**src/cod_pkg.sv**
```systemverilog
// Purpose: constants shared by the object dictionary and its timers
// Assumes: 200 MHz system clock
// Notes:   indexes are dictionary addresses, not byte addresses
package cod_pkg;

    // clock and millisecond base
    localparam int CLK_PERIOD_PS = 5000;
    localparam int MS_PERIOD_PS  = 1000000000;
    localparam int MS_CYCLES     = MS_PERIOD_PS / CLK_PERIOD_PS;

    // dictionary indexes
    localparam logic [15:0] IDX_DEVICE_TYPE   = 16'h1000;
    localparam logic [15:0] IDX_ERROR_SUMMARY = 16'h1001;
    localparam logic [15:0] IDX_ERROR_HISTORY = 16'h1003;
    localparam logic [15:0] IDX_SYNC_IDENTIFIER       = 16'h1005;
    localparam logic [15:0] IDX_CYCLE_PERIOD  = 16'h1006;
    localparam logic [15:0] IDX_SYNC_WINDOW   = 16'h1007;
    localparam logic [15:0] IDX_GUARD_INT     = 16'h100C;
    localparam logic [15:0] IDX_LIFETIME      = 16'h100D;
    localparam logic [15:0] IDX_EMERGENCY_IDENTIFIER       = 16'h1014;
    localparam logic [15:0] IDX_EMCY_HOLDOFF  = 16'h1015;
    localparam logic [15:0] IDX_HB_CONSUMER   = 16'h1016;
    localparam logic [15:0] IDX_HB_PRODUCER   = 16'h1017;
    localparam logic [15:0] IDX_IDENTITY      = 16'h1018;
    localparam logic [15:0] IDX_RX_COMM       = 16'h1400;
    localparam logic [15:0] IDX_RX_MAP        = 16'h1600;
    localparam logic [15:0] IDX_TX_COMM       = 16'h1800;
    localparam logic [15:0] IDX_TX_MAP        = 16'h1A00;

    // subentry counts reported in subentry 0; HIST_DEPTH caps the history count
    localparam logic [7:0] HIST_DEPTH    = 8'h02;
    localparam logic [7:0] HB_CONS_COUNT = 8'h02;
    localparam logic [7:0] IDENT_COUNT   = 8'h04;
    localparam logic [7:0] RX_COMM_COUNT = 8'h02;
    localparam logic [7:0] TX_COMM_COUNT = 8'h05;
    localparam logic [7:0] MAP_COUNT     = 8'h03;

    // reset values, identifier bases and error summary bits
    localparam logic [31:0] SYNC_IDENTIFIER_RST    = 32'h0000_0080;
    localparam logic [31:0] EMCY_BASE      = 32'h0000_0080;
    localparam logic [31:0] RX_PDO_BASE    = 32'h0000_0200;
    localparam logic [31:0] TX_PDO_BASE    = 32'h0000_0180;
    localparam logic [31:0] GUARD_BASE     = 32'h0000_0700;
    localparam logic [15:0] HB_PROD_RST    = 16'h01F4;
    localparam logic [7:0]  PDO_TYPE_RST   = 8'hFF;
    localparam logic [15:0] TX_INHIBIT_RST = 16'h03E8;
    localparam logic [15:0] EMCY_HOLD_RST  = 16'h0000;
    localparam logic [7:0]  ERR_BIT_GEN    = 8'h01;
    localparam logic [7:0]  ERR_BIT_COMM   = 8'h10;

    // fixed process-data mappings
    localparam logic [31:0] RX_MAP1 = 32'h2024_0010;
    localparam logic [31:0] RX_MAP2 = 32'h0000_0010;
    localparam logic [31:0] RX_MAP3 = 32'h2001_0020;
    localparam logic [31:0] TX_MAP1 = 32'h2025_0010;
    localparam logic [31:0] TX_MAP2 = 32'h2030_0010;
    localparam logic [31:0] TX_MAP3 = 32'h2003_0020;

    // index and subentry as one key
    function automatic logic [23:0] cod_key(input logic [15:0] idx,
                                            input logic [7:0]  sub);
        return {idx, sub};
    endfunction

endpackage

```
**src/cod_tick_if.sv**
```systemverilog
// Purpose: connects the dictionary to one millisecond period timer
// Assumes: single clock domain
// Notes:   a zero period disables the timer
`timescale 1ns/1ps
interface cod_tick_if #(parameter int W = 16)
(
    input wire logic clk,
    input wire logic rst
);
    logic         ms_tick;
    logic [W-1:0] period;
    logic         restart;
    logic         expire;

    modport owner (output ms_tick, output period, output restart,
                   input expire);
    modport timer (input clk, input rst, input ms_tick, input period,
                   input restart, output expire);
endinterface

```
**src/cod_object_dictionary.sv**
```systemverilog
// Purpose: communication entries of the object dictionary
// Assumes: requests come from the service-data handler on clk_i;
//          node address comes from switches and is synchronised here
// Notes:   answer one cycle after each request
//
// Function
// - device type entry is read-only and always reads zero.
// - 8-bit error summary: bit 0 general, bit 4 communication, read-only.
// - error history reports count and two newest emergency codes, read-only.
// - writable sync identifier, reset 80h, used to recognise sync frames.
// - emergency identifier reads 80h plus node address, read-only.
// - 16-bit emergency inhibit time, reset zero, read-only.
// - two writable heartbeat consumer records; subentry 0 reads 2.
// - heartbeat sent every producer period in ms; zero sends none.
// - identity has four read-only subentries; revision, serial read zero.
// - receive object identifier 200h plus node, type reset FFh, writable.
// - transmit object 180h plus node, type FFh, inhibit 1000, event 0.
// - process-data mappings are fixed and read-only.
`timescale 1ns/1ps
module cod_object_dictionary #(
    parameter int          MS_CYCLES   = cod_pkg::MS_CYCLES,
    parameter logic [31:0] VENDOR_CODE = 32'h0000_0001, // arbitrary value
    parameter logic [31:0] PRODUCT_CODE = 32'h0000_0002 // arbitrary value
)
(
    input  wire logic        clk_i,
    input  wire logic        srst_i,
    input  wire logic [6:0]  node_addr_i,
    input  wire logic        req_valid_i,
    input  wire logic        req_write_i,
    input  wire logic [15:0] req_index_i,
    input  wire logic [7:0]  req_sub_i,
    input  wire logic [31:0] req_wdata_i,
    output logic             rsp_valid_o,
    output logic             rsp_abort_o,
    output logic [31:0]      rsp_rdata_o,
    input  wire logic        rx_valid_i,
    input  wire logic        rx_rtr_i,
    input  wire logic [10:0] rx_cob_i,
    input  wire logic        emcy_valid_i,
    input  wire logic [31:0] emcy_code_i,
    input  wire logic        err_general_i,
    input  wire logic        err_comm_i,
    output logic             sync_o,
    output logic             rx_pdo_o,
    output logic             guard_req_o,
    output logic             hb_send_o,
    output logic             tx_event_o,
    output logic             guard_lost_o
);
    initial
    begin
        if (MS_CYCLES < 2)
            $error("MS_CYCLES must be at least 2");
    end

    localparam int PW = $clog2(MS_CYCLES);

    // node address from the switches: two stages before use
    logic [6:0]  node_meta_q;
    logic [6:0]  node_q;
    always_ff @(posedge clk_i)
    begin
        node_meta_q <= node_addr_i;
        node_q      <= node_meta_q;
    end

    logic [31:0] node_w;
    assign node_w = {25'h0, node_q};

    // writable storage
    logic [31:0] sync_identifier_q;
    logic [31:0] cycle_q;
    logic [31:0] window_q;
    logic [15:0] guard_q;
    logic [7:0]  life_q;
    logic [31:0] hbc_q [2];
    logic [15:0] hbp_q;
    logic        rx_id_set_q;
    logic [31:0] rx_id_q;
    logic [7:0]  rx_type_q;
    logic        tx_id_set_q;
    logic [31:0] tx_id_q;
    logic [7:0]  tx_type_q;
    logic [15:0] tx_inhibit_q;
    logic [15:0] tx_event_q;
    // hardware-owned state
    logic [7:0]  err_q;
    logic [31:0] hist_q [2];
    logic [7:0]  hist_cnt_q;
    logic        guard_armed_q;
    logic        guard_lost_q;

    // ids in force: track the node until written
    logic [31:0] rx_id_w;
    logic [31:0] tx_id_w;
    logic [31:0] emergency_identifier_w;
    assign rx_id_w   = rx_id_set_q ? rx_id_q : cod_pkg::RX_PDO_BASE + node_w;
    assign tx_id_w   = tx_id_set_q ? tx_id_q : cod_pkg::TX_PDO_BASE + node_w;
    assign emergency_identifier_w = cod_pkg::EMCY_BASE + node_w;

    logic [23:0] key_w;
    logic        wr_w;
    logic        rd_ok;
    logic        wr_ok;
    logic [31:0] rd_data;
    assign key_w = cod_pkg::cod_key(req_index_i, req_sub_i);

    // read decode and write permission; unmapped keys refuse both
    always_comb
    begin
        rd_ok   = 1'b1;
        wr_ok   = 1'b0;
        rd_data = 32'h0000_0000;
        unique case (req_index_i)
            cod_pkg::IDX_DEVICE_TYPE:
                rd_ok = (req_sub_i == 8'h00);
            cod_pkg::IDX_ERROR_SUMMARY:
            begin
                rd_ok   = (req_sub_i == 8'h00);
                rd_data = {24'h0, err_q};
            end
            cod_pkg::IDX_ERROR_HISTORY:
            begin
                unique case (req_sub_i)
                    8'h00:   rd_data = {24'h0, hist_cnt_q};
                    8'h01:   rd_data = hist_q[0];
                    8'h02:   rd_data = hist_q[1];
                    default: rd_ok = 1'b0;
                endcase
            end
            cod_pkg::IDX_SYNC_IDENTIFIER:
            begin
                rd_ok   = (req_sub_i == 8'h00);
                wr_ok   = rd_ok;
                rd_data = sync_identifier_q;
            end
            cod_pkg::IDX_CYCLE_PERIOD:
            begin
                rd_ok   = (req_sub_i == 8'h00);
                wr_ok   = rd_ok;
                rd_data = cycle_q;
            end
            cod_pkg::IDX_SYNC_WINDOW:
            begin
                rd_ok   = (req_sub_i == 8'h00);
                wr_ok   = rd_ok;
                rd_data = window_q;
            end
            cod_pkg::IDX_GUARD_INT:
            begin
                rd_ok   = (req_sub_i == 8'h00);
                wr_ok   = rd_ok;
                rd_data = {16'h0, guard_q};
            end
            cod_pkg::IDX_LIFETIME:
            begin
                rd_ok   = (req_sub_i == 8'h00);
                wr_ok   = rd_ok;
                rd_data = {24'h0, life_q};
            end
            cod_pkg::IDX_EMERGENCY_IDENTIFIER:
            begin
                rd_ok   = (req_sub_i == 8'h00);
                rd_data = emergency_identifier_w;
            end
            cod_pkg::IDX_EMCY_HOLDOFF:
            begin
                rd_ok   = (req_sub_i == 8'h00);
                rd_data = {16'h0, cod_pkg::EMCY_HOLD_RST};
            end
            cod_pkg::IDX_HB_CONSUMER:
            begin
                unique case (req_sub_i)
                    8'h00:   rd_data = {24'h0, cod_pkg::HB_CONS_COUNT};
                    8'h01:   rd_data = hbc_q[0];
                    8'h02:   rd_data = hbc_q[1];
                    default: rd_ok = 1'b0;
                endcase
                wr_ok = rd_ok && req_sub_i != 8'h00;
            end
            cod_pkg::IDX_HB_PRODUCER:
            begin
                rd_ok   = (req_sub_i == 8'h00);
                wr_ok   = rd_ok;
                rd_data = {16'h0, hbp_q};
            end
            cod_pkg::IDX_IDENTITY:
            begin
                unique case (req_sub_i)
                    8'h00:   rd_data = {24'h0, cod_pkg::IDENT_COUNT};
                    8'h01:   rd_data = VENDOR_CODE;
                    8'h02:   rd_data = PRODUCT_CODE;
                    8'h03:   rd_data = 32'h0000_0000;
                    8'h04:   rd_data = 32'h0000_0000;
                    default: rd_ok = 1'b0;
                endcase
            end
            cod_pkg::IDX_RX_COMM:
            begin
                unique case (req_sub_i)
                    8'h00:   rd_data = {24'h0, cod_pkg::RX_COMM_COUNT};
                    8'h01:   rd_data = rx_id_w;
                    8'h02:   rd_data = {24'h0, rx_type_q};
                    default: rd_ok = 1'b0;
                endcase
                wr_ok = rd_ok && req_sub_i != 8'h00;
            end
            cod_pkg::IDX_TX_COMM:
            begin
                unique case (req_sub_i)
                    8'h00:   rd_data = {24'h0, cod_pkg::TX_COMM_COUNT};
                    8'h01:   rd_data = tx_id_w;
                    8'h02:   rd_data = {24'h0, tx_type_q};
                    8'h03:   rd_data = {16'h0, tx_inhibit_q};
                    8'h05:   rd_data = {16'h0, tx_event_q};
                    default: rd_ok = 1'b0;
                endcase
                wr_ok = rd_ok && req_sub_i != 8'h00;
            end
            cod_pkg::IDX_RX_MAP:
            begin
                unique case (req_sub_i)
                    8'h00:   rd_data = {24'h0, cod_pkg::MAP_COUNT};
                    8'h01:   rd_data = cod_pkg::RX_MAP1;
                    8'h02:   rd_data = cod_pkg::RX_MAP2;
                    8'h03:   rd_data = cod_pkg::RX_MAP3;
                    default: rd_ok = 1'b0;
                endcase
            end
            cod_pkg::IDX_TX_MAP:
            begin
                unique case (req_sub_i)
                    8'h00:   rd_data = {24'h0, cod_pkg::MAP_COUNT};
                    8'h01:   rd_data = cod_pkg::TX_MAP1;
                    8'h02:   rd_data = cod_pkg::TX_MAP2;
                    8'h03:   rd_data = cod_pkg::TX_MAP3;
                    default: rd_ok = 1'b0;
                endcase
            end
            default: rd_ok = 1'b0;
        endcase
    end

    assign wr_w = req_valid_i && req_write_i && wr_ok;

    // answer; refused access aborts
    always_ff @(posedge clk_i)
    begin
        if (srst_i)
        begin
            rsp_valid_o <= 1'b0;
            rsp_abort_o <= 1'b0;
            rsp_rdata_o <= 32'h0000_0000;
        end
        else
        begin
            rsp_valid_o <= req_valid_i;
            rsp_abort_o <= req_valid_i && (req_write_i ? !wr_ok : !rd_ok);
            rsp_rdata_o <= (req_valid_i && !req_write_i && rd_ok)
                           ? rd_data : 32'h0000_0000;
        end
    end

    // comm parameters; narrow entries keep low bits
    always_ff @(posedge clk_i)
    begin
        if (srst_i)
        begin
            sync_identifier_q <= cod_pkg::SYNC_IDENTIFIER_RST;
            cycle_q   <= 32'h0000_0000;
            window_q  <= 32'h0000_0000;
            guard_q   <= 16'h0000;
            life_q    <= 8'h00;
            hbc_q[0]  <= 32'h0000_0000;
            hbc_q[1]  <= 32'h0000_0000;
            hbp_q     <= cod_pkg::HB_PROD_RST;
        end
        else if (wr_w)
        begin
            unique case (req_index_i)
                cod_pkg::IDX_SYNC_IDENTIFIER:      sync_identifier_q <= req_wdata_i;
                cod_pkg::IDX_CYCLE_PERIOD: cycle_q   <= req_wdata_i;
                cod_pkg::IDX_SYNC_WINDOW:  window_q  <= req_wdata_i;
                cod_pkg::IDX_GUARD_INT:    guard_q   <= req_wdata_i[15:0];
                cod_pkg::IDX_LIFETIME:     life_q    <= req_wdata_i[7:0];
                cod_pkg::IDX_HB_CONSUMER:
                    hbc_q[req_sub_i[1]] <= req_wdata_i;
                cod_pkg::IDX_HB_PRODUCER:  hbp_q     <= req_wdata_i[15:0];
                default: ;
            endcase
        end
    end

    // process-data communication parameters
    always_ff @(posedge clk_i)
    begin
        if (srst_i)
        begin
            rx_id_set_q  <= 1'b0;
            rx_id_q      <= 32'h0000_0000;
            rx_type_q    <= cod_pkg::PDO_TYPE_RST;
            tx_id_set_q  <= 1'b0;
            tx_id_q      <= 32'h0000_0000;
            tx_type_q    <= cod_pkg::PDO_TYPE_RST;
            tx_inhibit_q <= cod_pkg::TX_INHIBIT_RST;
            tx_event_q   <= 16'h0000;
        end
        else if (wr_w)
        begin
            unique case (key_w)
                cod_pkg::cod_key(cod_pkg::IDX_RX_COMM, 8'h01):
                begin
                    rx_id_set_q <= 1'b1;
                    rx_id_q     <= req_wdata_i;
                end
                cod_pkg::cod_key(cod_pkg::IDX_RX_COMM, 8'h02):
                    rx_type_q <= req_wdata_i[7:0];
                cod_pkg::cod_key(cod_pkg::IDX_TX_COMM, 8'h01):
                begin
                    tx_id_set_q <= 1'b1;
                    tx_id_q     <= req_wdata_i;
                end
                cod_pkg::cod_key(cod_pkg::IDX_TX_COMM, 8'h02):
                    tx_type_q <= req_wdata_i[7:0];
                cod_pkg::cod_key(cod_pkg::IDX_TX_COMM, 8'h03):
                    tx_inhibit_q <= req_wdata_i[15:0];
                cod_pkg::cod_key(cod_pkg::IDX_TX_COMM, 8'h05):
                    tx_event_q <= req_wdata_i[15:0];
                default: ;
            endcase
        end
    end

    // history: newest in sub 1, older moves to 2
    always_ff @(posedge clk_i)
    begin
        if (srst_i)
        begin
            hist_q[0]  <= 32'h0000_0000;
            hist_q[1]  <= 32'h0000_0000;
            hist_cnt_q <= 8'h00;
        end
        else if (emcy_valid_i)
        begin
            hist_q[0] <= emcy_code_i;
            hist_q[1] <= hist_q[0];
            if (hist_cnt_q != cod_pkg::HIST_DEPTH)
                hist_cnt_q <= hist_cnt_q + 8'h01;
        end
    end

    // frame match; id bit 31 marks a pdo unused
    logic rx_data_w;
    logic guard_frame_w;
    assign rx_data_w     = rx_valid_i && !rx_rtr_i;
    assign guard_frame_w = rx_valid_i && rx_rtr_i &&
                           rx_cob_i == 11'(cod_pkg::GUARD_BASE + node_w);
    always_ff @(posedge clk_i)
    begin
        if (srst_i)
        begin
            sync_o      <= 1'b0;
            rx_pdo_o    <= 1'b0;
            guard_req_o <= 1'b0;
        end
        else
        begin
            sync_o      <= rx_data_w && rx_cob_i == sync_identifier_q[10:0];
            rx_pdo_o    <= rx_data_w && !rx_id_w[31] &&
                           rx_cob_i == rx_id_w[10:0];
            guard_req_o <= guard_frame_w;
        end
    end

    // one ms prescaler shared by all timers
    logic [PW-1:0] pre_q;
    logic          ms_q;
    always_ff @(posedge clk_i)
    begin
        if (srst_i || pre_q == PW'(MS_CYCLES - 1))
            pre_q <= '0;
        else
            pre_q <= pre_q + 1'b1;
        ms_q <= !srst_i && pre_q == PW'(MS_CYCLES - 1);
    end

    cod_tick_if #(.W(16)) hb_t (.clk(clk_i), .rst(srst_i));
    cod_tick_if #(.W(24)) gd_t (.clk(clk_i), .rst(srst_i));
    cod_tick_if #(.W(16)) ev_t (.clk(clk_i), .rst(srst_i));

    // zero period idles the timer: no beat
    assign hb_t.ms_tick = ms_q;
    assign hb_t.period  = hbp_q;
    assign hb_t.restart = 1'b0;
    // lifetime = guard period times factor
    assign gd_t.ms_tick = ms_q;
    assign gd_t.period  = guard_armed_q ? guard_q * life_q : 24'h0;
    assign gd_t.restart = guard_frame_w;
    assign ev_t.ms_tick = ms_q;
    assign ev_t.period  = tx_id_w[31] ? 16'h0000 : tx_event_q;
    assign ev_t.restart = 1'b0;

    cod_period_timer #(.W(16)) u_hb (.t(hb_t));
    cod_period_timer #(.W(24)) u_gd (.t(gd_t));
    cod_period_timer #(.W(16)) u_ev (.t(ev_t));

    // guarding arms on the first guard request; a late loss beats clear
    always_ff @(posedge clk_i)
    begin
        if (srst_i || guard_q == 16'h0000)
        begin
            guard_armed_q <= 1'b0;
            guard_lost_q  <= 1'b0;
        end
        else
        begin
            if (guard_frame_w)
                guard_armed_q <= 1'b1;
            if (gd_t.expire)
                guard_lost_q <= 1'b1;
            else if (guard_frame_w)
                guard_lost_q <= 1'b0;
        end
    end

    // event outputs and error summary
    always_ff @(posedge clk_i)
    begin
        if (srst_i)
        begin
            hb_send_o    <= 1'b0;
            tx_event_o   <= 1'b0;
            guard_lost_o <= 1'b0;
            err_q        <= 8'h00;
        end
        else
        begin
            hb_send_o    <= hb_t.expire;
            tx_event_o   <= ev_t.expire;
            guard_lost_o <= guard_lost_q;
            err_q <= ((err_general_i || emcy_valid_i) ? cod_pkg::ERR_BIT_GEN
                      : 8'h00) |
                     ((err_comm_i || guard_lost_q) ? cod_pkg::ERR_BIT_COMM
                      : 8'h00);
        end
    end

endmodule

```
**src/cod_period_timer.sv**
```systemverilog
// Purpose: counts millisecond ticks and pulses once per period
// Assumes: ms_tick is a one-cycle pulse
// Notes:   period zero holds the count at zero and never expires
`timescale 1ns/1ps
module cod_period_timer #(parameter int W = 16)
(
    cod_tick_if.timer t
);
    initial
    begin
        if (W < 1 || W > 32)
            $error("timer width out of range");
    end

    logic [W-1:0] cnt_q;
    logic         exp_q;

    // restart or zero period clears the count
    always_ff @(posedge t.clk)
    begin
        if (t.rst || t.restart || t.period == '0)
        begin
            cnt_q <= '0;
            exp_q <= 1'b0;
        end
        else if (t.ms_tick && cnt_q >= t.period - 1'b1)
        begin
            cnt_q <= '0;
            exp_q <= 1'b1;
        end
        else
        begin
            if (t.ms_tick)
                cnt_q <= cnt_q + 1'b1;
            exp_q <= 1'b0;
        end
    end

    assign t.expire = exp_q;
endmodule

```
**config.mk**
```make
export PLATFORM = sky130hd
export DESIGN_NAME = cod_object_dictionary
export DESIGN_NICKNAME = d
export VERILOG_FILES = /design/src/cod_pkg.sv /design/src/cod_tick_if.sv /design/src/cod_object_dictionary.sv /design/src/cod_period_timer.sv
export SDC_FILE = /design/constraint.sdc
export NUM_CORES = 1
export LEC_CHECK = 0
export ABC_AREA = 1
export BUFFER_PORTS_ARGS = -buffer_cell sky130_fd_sc_hd__buf_4
export CAP_MARGIN = 0
export CORE_ASPECT_RATIO = 0.75
export CORE_MARGIN = 2
export CORE_UTILIZATION = 55
export DETAILED_ROUTE_END_ITERATION = 6
export GPL_TIMING_DRIVEN = 0
export PLACE_DENSITY_LB_ADDON = 0.3
export RECOVER_POWER = 25
export SLEW_MARGIN = 10
export SYNTH_ARGS = -nofsm -noshare
export SYNTH_HDL_FRONTEND = slang
export SYNTH_SLANG_ARGS = --single-unit
```
**constraint.sdc**
```tcl
create_clock -name clk_i -period 7.05 [get_ports clk_i]
set_clock_uncertainty 0.2 [all_clocks]
set_input_delay 0 -clock clk_i [delete_from_list [all_inputs] [get_ports clk_i]]
set_output_delay 0 -clock clk_i [all_outputs]
set_load 0.03 [all_outputs]
```
* Word level (Yosys, flattened, before mapping) *
Memory sizes are Yosys's and may differ from the RTL's.
Cells that the tools add are included.

word-level totals
  bits in writable memories = 128
  latch bits = 0
  register bits after elaboration = 400
  bits of input ports = 115
  memory bits (read-only) = 0
  memories = 2

cells by class
  reduce and logical (&&, ||, !) cells = 64
  divide/modulo/power cells = 0
  multiplexer cells = 43
  order comparisons = 3
  shift operators = 0
  eq/ne operators = 33
  multipliers = 1
  $add $sub $neg = 12
  bitwise gates (word level) = 4

memory list
  name    depth  bits a word  rd ports  clocked after Yosys merged registers in  wr ports  RTL line                     text
  hbc_q   2      32           2         0                                        2         cod_object_dictionary.sv:77  logic [31:0] hbc_q [2];
  hist_q  2      32           2         0                                        2         cod_object_dictionary.sv:89  logic [31:0] hist_q [2];

operators with widths
  cell                                                    count
  one-hot mux 32 bit (15 select lines)                    1
  one-hot mux 32 bit (3 select lines)                     3
  equality test 16 x 13 -> 1 bit (second input constant)  17
  one-hot mux 30 bit (4 select lines)                     2
  two-way mux 32 bit                                      5
  one-hot mux 32 bit (5 select lines)                     1
  equality test 24 x 21 -> 1 bit (second input constant)  6
  logical NOT 16 bit                                      3
  equality test 11 bit                                    3
  adder 16 x 1 -> 16 bit (second input constant)          2
  greater-or-equal comparator 16 bit                      2
  OR reduction 32 bit                                     1
  subtractor 16 x 1 -> 16 bit (second input constant)     2
  AND reduction 2 bit                                     13
  two-way mux 1 bit                                       25
  adder 24 x 1 -> 24 bit (second input constant)          1
  greater-or-equal comparator 24 bit                      1
  logical NOT 24 bit                                      1
  multiplier 16 x 8 -> 24 bit                             1
  two-way mux 24 bit                                      1
  subtractor 24 x 1 -> 24 bit (second input constant)     1
  adder 18 x 1 -> 18 bit (second input constant)          1
  equality test 18 bit (second input constant)            1
  logical AND 1 bit                                       18
  28 further kinds                                        48

* Logic depth before layout (Yosys ltp) *
  depth in word-level cells = 12
  depth in mapped cells = 39

* Modules after synthesis *
Synthesis repeated with hierarchy kept, for this count alone.

second synthesis, totals
  cell total of the unflattened synthesis = 4446
  area, all modules = 31880.6 µm²

by module, submodules not included
  module                       area each (µm²)  times used  cells an instance
  cod_object_dictionary        26379.0          1           3639
  cod_period_timer (u_ev ...)  1557.7           2           227
  cod_period_timer (u_gd)      2386.0           1           353

* Least setup slack after synthesis *
No wires, ideal clock.

  kind = register -> register
  start point = reg life_q[7]
  end point = reg u_gd.cnt_q[10]
  clock period less this slack = 6355 ps
  stages on the path, launching flop included = 37
  library setup time = 116 ps
  setup slack = 695 ps
  data arrival time = 6039 ps
  buffers on the path = 3
  cells stage by stage = dfxtp_1 clkbuf_1 clkbuf_1 nand2_1 fa_1 fa_1 inv_1 fa_1 inv_1 fa_1 inv_1 ha_1 nand2_1 inv_1 nand3_1 nand2_1 nand2_1 nand3_1 nand2_1 inv_1 nand2_1 nor2_2 nand2_1 nor2_1 nand2_1 xnor2_1 ha_1 nand2_1 inv_1 nand3_1 nor3_1 nand4_1 nand4_1 nand2_1 nand3_1 buf_2 nor2_1

between the ends
  cells in the longest elaborated chain, start to end = 6

RTL lines
  element                             RTL line                      text
  start, declared                     cod_object_dictionary.sv:76   logic [7:0] life_q;
  start signal, assigned              cod_object_dictionary.sv:286  cod_pkg::IDX_LIFETIME: life_q <= req_wdata_i[7:0];
  multiplier 16 x 8 -> 24 bit (*)     cod_object_dictionary.sv:398  assign gd_t.period = guard_armed_q ? guard_q * life_q : 24'h0;
  two-way mux 24 bit (*)              cod_object_dictionary.sv:398
  subtractor 24 x 1 -> 24 bit         cod_period_timer.sv:26        else if (t.ms_tick && cnt_q >= t.period - 1'b1)
  greater-or-equal comparator 24 bit  cod_period_timer.sv:26
  logical AND 1 bit                   cod_period_timer.sv:26
  OR reduction 2 bit (no line) (*)    -
  end signal, assigned                cod_period_timer.sv:34        cnt_q <= cnt_q + 1'b1;
  end, declared                       cod_period_timer.sv:15        logic [W-1:0] cnt_q;

Mark *: on every way between the ends. The rest lies on a longest branch, timed or not.
A chain may end at the register's enable or synchronous reset.

* Final worst setup path *
  start point = reg life_q[3]
  end point = reg u_gd.cnt_q[3]

Same word-level chain as after synthesis.

==> key figures <==
STA
  • Final setup viols: 0
  • Hold Vio Cnt, Final: 0
  • WHS: roughly 0.022 ns
  • Post-route setup TNS: 0 ns
  • Max Clk Rate: 150 MHz
  • Relative slew slack: -134%
  • Final worst slack: between 0.4 and 0.5 ns
  • Max-slew violation count: 64
  • Final period utilization: a little over nine tenths
  • Slew @ Worst Pin: 3.51 ns
  • Tmin final: about 6.6 ns

Critical path
  • CP max stage cell: fa_1
  • Worst R2R End: u_gd.cnt_q[3]
  • R2R cell count: 33
  • Reg2reg setup slack: 0.40 ns
  • Worst Path Max Fanout: 10
  • Worst R2R Start: life_q[3]
  • Crit path largest cell delay: around 0.55 ns
  • CP Data Arrival Time: approximately 7.0 ns
  • Crit path kind: reg -> reg
  • WP data required: approximately 7.4 ns
  • CP endpoint kind: flop
  • Worst setup SP type: flop
  • Cell repeated most along the worst path: nand2_1
  • Crit path from: life_q[3]
  • Worst Setup EP: u_gd.cnt_q[3]

Route
  • Average wire per standard cell: 20.7 um
  • DRC: 0
  • First-pass detailed-route iteration total: 7
  • Total number of vias: 30600
  • Final WL: about 110000 um
  • ANT nets after route: 0
  • Drt via density: slightly below 6
  • DRT iter0 DRCs: roughly 4000

Floorplanning
  • CORE AREA: 54700 um^2
  • Die ar.: slightly below 60000 um^2
  • I/O Pins: approximately 160
  • Starting Density: a little under three fifths
  • DIE WIDTH: ~280 um
  • Num rows: 74
  • Die Y: roughly 210 um

Final layout
  • Ratio of cells with drive above 1 in the final layout: under 10%
  • Layout Utilization: approximately two thirds
  • Area Growth Syn to Fin: 17.0%
  • Nets: around 4700
  • Fillers: about 4700
  • Fin area: 35900 um^2
  • Footprint of the multi-input gates: 15900 um^2
  • Register area: approximately 12000 um^2

CTS
  • Clk Latency, worst-skew pair: about 0.63 ns
  • H-tree depth: 2
  • Clk slew on worst S/H paths: 0.06 ns
  • Clock buffer depth: 3
  • Clk root buf: clkbuf_16
  • CTS sink cnt: roughly 520
  • TritonCTS clock tree: done
  • CTS buffer count: 53

Flow run
  • Max Cap Viol: 1

Global routing
  • Tot GR Track Use: 36.8%
  • Met2 usage: between 50% and 60%
  • First-pass GRT wire length: approximately 160000 um
  • Antenna violations before repair: 3
  • Met1 usage: between 50% and 60%
  • GR Overflow Total: 0
  • Met3 Usage GRT: between 10 and 15%
  • Gr busiest metal: met2
  • Largest net degree at the start of global routing: between 60 and 70
  • Vias in the first global route: 28400

Pwr
  • Power density cells: 179 nW/um^2
  • Leakage: ~16 nW
  • VDD IR max: 0.201 mV

Placed design
  • Gpl congestion: 1.04
  • PortBufs: 140
  • Post-Place Cell Area: 32600 um^2
  • Setup WS pre-CTS: -0.808 ns
  • HPWL after detailed placement: 80000 um

Synth
  • Synthesized area: between 30000 and 40000 um^2
  • Yosys reg bits: 522
  • Mapped Nets: between 4000 and 5000
  • Mapped Cells: 4107
  • Ys Warns: 0
  • Post-synth EDFFs: 128
  • Async SR Flop Fraction: 0%
  • Post-synth top flop: dfxtp_1
  • Sequential fraction of the synthesis area: 38.3%
  • Synth unique cells: slightly below 60
  • Mean Syn Cell Area: 7.46 um^2

Hold path
  • Worst hold path type: in -> reg

Outcome
  • Failing checks: capacitance limit, slew limit
  • Outcome: complete, but fails checks
==> where the power goes <==
part	internal, W	total [W]	switching, W	leakage, nW
combinational	0.000113	0.000348	0.000235	10.3
sequential	0.00312	0.00314	0.0000217	4.50
clock	0.00166	0.00294	0.00128	0.862
==> layout make-up <==
class                   count  share of cell area [%]
multi-input cells        2810                    44.3
flip-flops and latches    522                    32.8
repair buffers            288                    6.60
inverters                 547                    5.73
clock buffers              73                    4.14
plain buffers             208                    3.03
well taps                 722                    2.52
clock inverters            25                   0.817
diodes                      2                  0.0140
==> stage by stage <==
| step | cells | total power, W |
|---|---|---|
| floorplan | 4107 | 0.00332 |
| global placement | 4969 | 0.00348 |
| detailed placement | 4970 | 0.00348 |
| CTS | 5200 | 0.00640 |
| global route | 5197 | 0.00656 |
| finish | 5197 | 0.00643 |
==> state kept, by name (all words and copies together) (netlist names), 18 cells and up <==
| name | count |
|---|---|
| rsp_rdata_o | 32 |
| tx_id_q | 32 |
| rx_id_q | 32 |
| u_gd.cnt_q | 24 |
| cycle_q | 32 |
| window_q | 32 |
| hist_q | 64 |
| pre_q | 18 |
| sync_identifier_q | 32 |
| hbc_q | 64 |
==> logic make-up after synthesis <==
logic type	Yosys count	share of synthesized area [%]
AND/OR/NAND/NOR	1941	27.6
flip-flops	522	38.3
buffers and inverters	775	10.3
AO/OA/AOI/OAI	562	10.6
XOR/XNOR	111	3.17
adder cells (fa/ha/maj)	194	9.98
multiplexers	2	0.0653
==> per-layer routing <==
| metal | vias to the layer above | routed length, um |
|---|---|---|
| met2 | 1962 | 43400 |
| met4 | 0 | 4540 |
| met5 | - | 0 |
| li1 | 14000 | - |
| met3 | 305 | 15300 |
| met1 | 14300 | 44400 |
==> layout by cell type (no fill, tap or decap), types with 9 or more instances in the layout <==
master	synthesis	layout
a21oi_1	329	329
a22o_1	31	31
a22oi_1	24	24
buf_2	45	43
buf_4	8	106
buf_6	19	25
clkbuf_1	149	173
clkbuf_16	0	54
clkbuf_4	0	9
clkinv_1	6	12
dfxtp_1	394	375
dfxtp_2	0	13
dlygate4sd3_1	0	144
edfxtp_1	128	128
fa_1	84	84
ha_1	110	102
inv_1	534	534
nand2_1	1009	1006
nand3_1	120	111
nand3_2	9	17
nand3b_1	10	10
nand4_1	241	241
nor2_1	439	434
nor2_2	5	9
nor2_4	8	9
nor3_1	53	52
nor4_1	16	16
o2111ai_1	12	12
o211ai_1	46	46
o21ai_0	84	83
xnor2_1	39	39
xor2_1	72	72
==> worst max-delay path: cells and delay by family, from the launching register on <==
kind / cells / cell delay, ns
buf+inv: 6 / 0.63
fa+ha+maj: 6 / 2.66
xor+xnor: 1 / 0.15
flops: 1 / 0.44
simple gates: 20 / 2.44
==> cell usage after synthesis (5+ instances only) <==
cell	n	area, um^2
buf_6	19	214
xnor2_1	39	342
nor3_1	53	265
or2_2	8	50.1
a22o_1	31	272
inv_1	534	2000
buf_4	8	60.1
nand4_1	241	1510
a31oi_1	5	31.3
edfxtp_1	128	3840
nor2_1	439	1650
nand3_2	9	90.1
nor3b_1	6	45.0
xor2_1	72	631
dfxtp_1	394	7890
nand3_1	120	601
inv_2	7	26.3
a22oi_1	24	180
a21oi_1	329	1650
o2111ai_1	12	105
buf_2	45	225
fa_1	84	1680
o22ai_1	5	31.3
nor2_4	8	90.1
buf_1	5	18.8
nand3b_1	10	75.1
o21ai_0	84	420
clkinv_1	6	22.5
nand2_1	1009	3790
nor2_2	5	31.3
o221ai_1	7	61.3
a221oi_1	6	52.6
nor4_1	16	100
o211ai_1	46	345
ha_1	110	1380
clkbuf_1	149	559
==> timing repair <==
| item | 4_1_cts | 5_1_grt |
|---|---|---|
| hold buffers | 144 | 0 |
| pin swaps | 0 | 1 |
| setup endpoints to repair | 25 | 25 |
| gates resized for setup | 20 | 81 |
| endpoints found under the hold margin | 438 | 0 |
| setup buffers | 0 | 3 |
==> how the worst min path moves through the flow <==
stage | start | endpoint | slack [ns] | cells past startpoint
6_report | emcy_code_i[25] | hist_q[0][25] | 0.02 | 4
5_1_grt | emcy_code_i[25] | hist_q[0][25] | 0.03 | 4
4_1_cts | emcy_code_i[21] | hist_q[0][21] | 0.005 | 4
3_5_place_dp | node_addr_i[0] | node_meta_q[0] | -0.09 | 1
3_3_place_gp | node_addr_i[6] | node_meta_q[6] | -0.09 | 1
2_1_floorplan | node_addr_i[0] | node_meta_q[0] | -0.17 | 0
No activity file was read; power rests on OpenSTA's default activity.
